==> config.mk <==
export PLATFORM = sky130hd
export DESIGN_NAME = rss_top
export DESIGN_NICKNAME = d
export VERILOG_FILES = /design/src/include/rss_pkg.sv /design/src/hw/rss_top.sv
export VERILOG_INCLUDE_DIRS = /design/src /design/src/include
export SDC_FILE = /design/constraint.sdc
export NUM_CORES = 1
export LEC_CHECK = 0
export BUFFER_PORTS_ARGS = -buffer_cell sky130_fd_sc_hd__buf_2
export CORE_AREA = 2 2 95 97
export DETAILED_ROUTE_END_ITERATION = 16
export DIE_AREA = 0 0 97 99
export GPL_ROUTABILITY_DRIVEN = 0
export SLEW_MARGIN = 20
export SYNTH_ARGS = -nofsm -noshare
export SYNTH_HDL_FRONTEND = slang
export SYNTH_SLANG_ARGS = --single-unit
==> constraint.sdc <==
create_clock -name i_clk -period 2.7 [get_ports i_clk]
set_clock_uncertainty 0.15 [all_clocks]
set_input_delay 0.27 -clock i_clk [delete_from_list [all_inputs] [get_ports i_clk]]
set_output_delay 0.27 -clock i_clk [all_outputs]
set_load 0.005 [all_outputs]
==> src/include/rss_defines.svh <==
// register offsets, field positions and reset values of the rate setting selector
`ifndef RSS_DEFINES_SVH
`define RSS_DEFINES_SVH

// ----------------------------------------
// register offsets
// ----------------------------------------
`define RSS_ADDR_W          4
`define RSS_OFS_BW_A        4'h4
`define RSS_OFS_BW_B        4'h5
`define RSS_OFS_BW_C        4'h6
`define RSS_OFS_BW_D        4'h7
`define RSS_OFS_LVL_A       4'h8
`define RSS_OFS_LVL_B       4'h9
`define RSS_OFS_LVL_C       4'hA
`define RSS_OFS_LVL_D       4'hB
`define RSS_OFS_ACT_BW      4'hE
`define RSS_OFS_ACT_LVL     4'hF

// ----------------------------------------
// field positions
// ----------------------------------------
`define RSS_OVR_BIT         7
`define RSS_BW_MSB          3
`define RSS_LVL_MSB         6
`define RSS_BW_WR_MASK      8'h8F
`define RSS_LVL_WR_MASK     8'hFF

// ----------------------------------------
// reset values
// ----------------------------------------
`define RSS_CFG_RST         8'h00
`define RSS_RD_RST          8'h00

`endif

==> src/include/rss_pkg.sv <==
// types shared by the rate setting selector
package rss_pkg;

  // ----------------------------------------
  // register access request
  // ----------------------------------------
  typedef struct packed {
    logic       wr;
    logic       rd;
    logic [3:0] addr;
    logic [7:0] wdata;
  } rss_req_t;

  // ----------------------------------------
  // pin-selected setting slot
  // ----------------------------------------
  typedef enum logic [1:0] {
    RSS_SLOT_A,
    RSS_SLOT_B,
    RSS_SLOT_C,
    RSS_SLOT_D
  } rss_slot_t;

endpackage

==> src/hw/rss_top.sv <==
// rate setting selector: bandwidth and signal loss level register bank
`timescale 1ns/100ps
`include "rss_defines.svh"

module rss_top #(
  parameter logic [3:0] BW_DFLT_A  = 4'h0,
  parameter logic [3:0] BW_DFLT_B  = 4'h0,
  parameter logic [3:0] BW_DFLT_C  = 4'h0,
  parameter logic [3:0] BW_DFLT_D  = 4'h0,
  parameter logic [6:0] LVL_DFLT_A = 7'h00,
  parameter logic [6:0] LVL_DFLT_B = 7'h00,
  parameter logic [6:0] LVL_DFLT_C = 7'h00,
  parameter logic [6:0] LVL_DFLT_D = 7'h00
) (
  // clock and reset
  input  wire logic              i_clk,
  input  wire logic              i_rst_n,
  // register access from the serial interface logic
  input  wire rss_pkg::rss_req_t i_req,
  output logic [7:0]             o_rd_data,
  output logic                   o_rd_valid,
  // speed select pins
  input  wire logic              i_speed_pin_low,
  input  wire logic              i_speed_pin_high,
  // settings in force
  output logic [3:0]             o_active_bw_code,
  output logic [6:0]             o_active_sig_level_code
);

  // ----------------------------------------
  // reset release
  // ----------------------------------------
  logic rst_meta_reg;
  logic rst_n_reg;

  always_ff @(posedge i_clk or negedge i_rst_n) begin
    if (!i_rst_n) begin
      rst_meta_reg <= 1'b0;
      rst_n_reg    <= 1'b0;
    end else begin
      rst_meta_reg <= 1'b1;
      rst_n_reg    <= rst_meta_reg;
    end
  end

  // ----------------------------------------
  // speed pin synchronisers
  // ----------------------------------------
  logic [1:0] pin_meta_reg;
  logic [1:0] pin_sync_reg;

  always_ff @(posedge i_clk or negedge rst_n_reg) begin
    if (!rst_n_reg) begin
      pin_meta_reg <= 2'b00;
      pin_sync_reg <= 2'b00;
    end else begin
      pin_meta_reg <= {i_speed_pin_high, i_speed_pin_low};
      pin_sync_reg <= pin_meta_reg;
    end
  end

  // {high, low}; a floating pair resolves to 2'b10 through pad pulls
  function automatic rss_pkg::rss_slot_t slot_of(input logic [1:0] pins);
    case (pins)
      2'b00:   slot_of = rss_pkg::RSS_SLOT_A;
      2'b01:   slot_of = rss_pkg::RSS_SLOT_B;
      2'b11:   slot_of = rss_pkg::RSS_SLOT_C;
      default: slot_of = rss_pkg::RSS_SLOT_D;
    endcase
  endfunction

  wire rss_pkg::rss_slot_t slot = slot_of(pin_sync_reg);

  // ----------------------------------------
  // configuration registers
  // ----------------------------------------
  localparam logic [3:0] BW_OFS [4] = '{`RSS_OFS_BW_A, `RSS_OFS_BW_B,
                                        `RSS_OFS_BW_C, `RSS_OFS_BW_D};
  localparam logic [3:0] LV_OFS [4] = '{`RSS_OFS_LVL_A, `RSS_OFS_LVL_B,
                                        `RSS_OFS_LVL_C, `RSS_OFS_LVL_D};
  localparam logic [3:0] BW_DF  [4] = '{BW_DFLT_A, BW_DFLT_B,
                                        BW_DFLT_C, BW_DFLT_D};
  localparam logic [6:0] LV_DF  [4] = '{LVL_DFLT_A, LVL_DFLT_B,
                                        LVL_DFLT_C, LVL_DFLT_D};

  logic [7:0] bw_reg  [4];
  logic [7:0] lvl_reg [4];
  logic [3:0] bw_eff  [4];
  logic [6:0] lvl_eff [4];

  genvar g;
  generate
    for (g = 0; g < 4; g++) begin : g_slot
      wire bw_we  = i_req.wr && (i_req.addr == BW_OFS[g]);
      wire lvl_we = i_req.wr && (i_req.addr == LV_OFS[g]);

      always_ff @(posedge i_clk or negedge rst_n_reg) begin
        if (!rst_n_reg) begin
          bw_reg[g]  <= `RSS_CFG_RST;
          lvl_reg[g] <= `RSS_CFG_RST;
        end else begin
          if (bw_we) begin
            bw_reg[g] <= i_req.wdata & `RSS_BW_WR_MASK;
          end
          if (lvl_we) begin
            lvl_reg[g] <= i_req.wdata & `RSS_LVL_WR_MASK;
          end
        end
      end

      // override bit picks programmed field, else the fixed default
      assign bw_eff[g] = bw_reg[g][`RSS_OVR_BIT] ?
                         bw_reg[g][`RSS_BW_MSB:0] : BW_DF[g];
      // code passes straight through: zeros minimum, ones maximum
      assign lvl_eff[g] = lvl_reg[g][`RSS_OVR_BIT] ?
                          lvl_reg[g][`RSS_LVL_MSB:0] : LV_DF[g];
    end
  endgenerate

  // ----------------------------------------
  // setting in force
  // ----------------------------------------
  wire [3:0] bw_sel  = bw_eff[slot];
  wire [6:0] lvl_sel = lvl_eff[slot];

  logic [3:0] act_bw_reg;
  logic [6:0] act_lvl_reg;

  // refreshed every cycle so status tracks pins and writes unprompted
  always_ff @(posedge i_clk or negedge rst_n_reg) begin
    if (!rst_n_reg) begin
      act_bw_reg  <= 4'h0;
      act_lvl_reg <= 7'h00;
    end else begin
      act_bw_reg  <= bw_sel;
      act_lvl_reg <= lvl_sel;
    end
  end

  assign o_active_bw_code        = act_bw_reg;
  assign o_active_sig_level_code = act_lvl_reg;

  // ----------------------------------------
  // read path
  // ----------------------------------------
  logic [7:0] rd_mux;

  // status offsets have no write decode, so writes there fall away
  always_comb begin
    rd_mux = 8'h00;
    case (i_req.addr)
      `RSS_OFS_BW_A:    rd_mux = bw_reg[0];
      `RSS_OFS_BW_B:    rd_mux = bw_reg[1];
      `RSS_OFS_BW_C:    rd_mux = bw_reg[2];
      `RSS_OFS_BW_D:    rd_mux = bw_reg[3];
      `RSS_OFS_LVL_A:   rd_mux = lvl_reg[0];
      `RSS_OFS_LVL_B:   rd_mux = lvl_reg[1];
      `RSS_OFS_LVL_C:   rd_mux = lvl_reg[2];
      `RSS_OFS_LVL_D:   rd_mux = lvl_reg[3];
      `RSS_OFS_ACT_BW:  rd_mux = {4'h0, act_bw_reg};
      `RSS_OFS_ACT_LVL: rd_mux = {1'b0, act_lvl_reg};
      default:          rd_mux = 8'h00;
    endcase
  end

  logic [7:0] rd_data_reg;
  logic       rd_valid_reg;

  always_ff @(posedge i_clk or negedge rst_n_reg) begin
    if (!rst_n_reg) begin
      rd_data_reg  <= `RSS_RD_RST;
      rd_valid_reg <= 1'b0;
    end else begin
      rd_valid_reg <= i_req.rd;
      if (i_req.rd) begin
        rd_data_reg <= rd_mux;
      end
    end
  end

  assign o_rd_data  = rd_data_reg;
  assign o_rd_valid = rd_valid_reg;

endmodule

==> flow_summary.yaml <==
floorplan:
  core.rowCount: 34
  die_x_um: 97
  io_pins: 38
  core_region_area_um2: 8550
  dieHeight_um: 99
  dieArea_um2: 9600
  start_util: 0.438
clocking:
  clock_sinks: 78
  cts_tree: "built"
  cts_buffers: 9
  clk_path_buf_depth: 2
  root_buffer: "clkbuf_8"
  htreeDepth: 3
  path_clk_slew_ns: 0.09
  ctsResizeCount: 0
  clock_latency_ns: 0.36
worst_setup_path:
  reg2regPathDepth: 6
  setup.worst_path.class: "flip-flop to flip-flop"
  cp_data_arrival_time_ns: 2.05
  r2r-end: "o_active_sig_level_code[2]"
  critPathMaxStageDelay_ns: 0.42
  r2r_slack_ns: 0.77
  cp-start-kind: "flip-flop"
  r2r-start: "pin_sync_reg[0]"
  path_cells: "inv_1, ha_1, buf_4, and2_1, a22oi_1, a21oi_1"
  path_max_fanout: 12
  crit_slowest_cell: "and2_1"
  crit_required_ns: 2.82
  crit_path_end_kind: "flip-flop"
sta:
  rsz0062_at_grt: "false"
  period_share: 0.714
  slew_headroom: 0.351
  clock.fmax_mhz: 519
  worstMarginPinSlew_ns: 0.973
  finalWorstSetupSlack_ns: 0.772
  setup_violations: 0
  drv_slew: 0
  hold_violations: 0
  hold_slack_ns: 0.0380
  fin_tns_setup_ns: 0
  period_minus_slack_ns: 1.93
grt:
  grt_pass1_vias: 2802
  grt_pass1_wl_um: 15700
  grt_max_degree: 77
  gr-total-overflow: 0
  antenna_found_initial: 0
  grt.total_usage: 0.213
finish:
  fin_area_um2: 4290
  diodes: 0
  multi_input_area_um2: 1680
  final_util: 0.502
  largest_reg_flops: 32
  final_cell_count_no_fill: 465
  n_fill_cell: 785
  drive_above_1_share: 0.328
  syn_to_final_growth_pct: 14.5
  num-nets-final: 372
  register_area_um2: 1960
synth:
  syn_avg_cell_area_um2: 12.0
  ys_ff_latch: 78
  synth-async-reset-ratio: 1.00
  synth_cells: 313
  ys.flop_type: "dfrtp_1"
  synth-edff-count: 0
  synth_nets: 333
  ys_types: 42
  ys_warn_count: 0
  netlist_area_um2: 3750
  yosysSeqAreaShare: 0.521
worst_hold_path:
  holdPathStages: 2
  holdPathEnd: "lvl_reg[20]"
  hp-start: "i_req[4]"
  hp-class: "input pin to flip-flop"
route:
  routed_wl_um: 9450
  wl_per_cell_um: 20.3
  vias: 2765
  detail_route.vias_per_cell: 5.95
  dr.pass1.iters: 5
  drt-initial-drc-count: 190
  postRouteAntennaNets: 0
  drc_errors: 0
placed_design:
  pre_cts_slack_ns: 0.524
  port_buffers: 37
  placed_cells: 445
  place_area_um2: 4020
  hpwl_um: 6400
power:
  intPower_mw: 2.25
  p_per_area_nw_per_um2: 745
  ir_worst_vdd_mv: 0.272
  switchingPower_uw: 946
  pwr-share-comb: 0.180
  leakage_nw: 1.90
  sw_frac_of_total: 0.296
  power_frac_seq: 0.504
  power_mw: 3.20
  clockPowerShare: 0.316
run:
  cap_violations: 0
status:
  outcome: "finished clean"
[worst max-delay path: cells and delay by family (launching register included)]
family                   cells  cell delay, ns
AO/OA/AOI/OAI                2            0.31
adder cells (fa/ha/maj)      1            0.35
buffers and inverters        2            0.26
flip-flops                   1            0.36
AND/OR/NAND/NOR              1            0.42
[layout make-up]
cell class	instances	area share
sequential	78	0.456
multi-input combinational	208	0.391
timing repair buffer	45	0.0595
clock buffer	10	0.0321
tap	108	0.0315
clock inverter	6	0.0216
inverter	10	0.00875
[layer usage]
metal  wire length (um)  up-vias  global-route usage
met5                  0        -                   0
met4                159        0              0.0921
met3                589       12              0.0461
met2               4380      116               0.320
met1               4320     1393               0.298
li1                   -     1244                   -
[worst max path at each step]
| stage | from | to |
|---|---|---|
| after global routing | pin_sync_reg[1] | o_active_sig_level_code[1] |
| after floorplan | rst_n_reg | bw_reg[0] |
| after detailed placement | i_req[10] | bw_reg[17] |
| after global placement | i_req[10] | bw_reg[18] |
| final | pin_sync_reg[0] | o_active_sig_level_code[2] |
| after CTS | pin_sync_reg[0] | o_active_sig_level_code[2] |
[synth_stat cells (all sizes together) (4+ instances only)]
library cell,count,share of area
nor2,14,0.033
nor2b,6,0.010
buf,9,0.014
and2,4,0.0067
a221oi,8,0.019
nand3,6,0.0093
mux2,52,0.16
a32oi,4,0.0093
dfrtp,78,0.52
a22oi,17,0.034
nand2b,4,0.0067
nand2,18,0.021
inv,10,0.010
mux2i,14,0.037
clkbuf,8,0.0080
o21ai,16,0.021
o22ai,10,0.017
a21oi,14,0.019
[power groups by stage]
stage / sequential [mW] / clock (mW) / combinational, mW
after floorplan: 1.56 / 0 / 0.401
after global placement: 1.63 / 0 / 0.553
after detailed placement: 1.63 / 0 / 0.568
after CTS: 1.61 / 1.03 / 0.573
after global routing: 1.65 / 1.08 / 0.635
final: 1.61 / 1.01 / 0.574
[cells in the final DEF, fill, tap and decap left out, types with 10 or more instances in the layout]
master     n
a21oi_1   14
a22oi_1   17
inv_1     10
dfrtp_1   77
mux2i_1   14
nand2_1   16
mux2_2    49
o21ai_0   16
o22ai_1   10
buf_2     37
clkbuf_8  10
[repair_timing]
action,CTS,global route
buffers inserted,0,0
hold buffers,4,0
setup endpoints to repair,0,0
hold endpoints to repair,5,0
[cell families after synthesis]
family,share of synthesized area
buffers and inverters,0.0317
muxes,0.194
other,0.00100
and+or+nand+nor,0.0988
adders and majority gates,0.00668
DFF,0.521
AOI/OAI and AO/OA,0.147
Note: power is estimated with default switching activity, not from simulation.
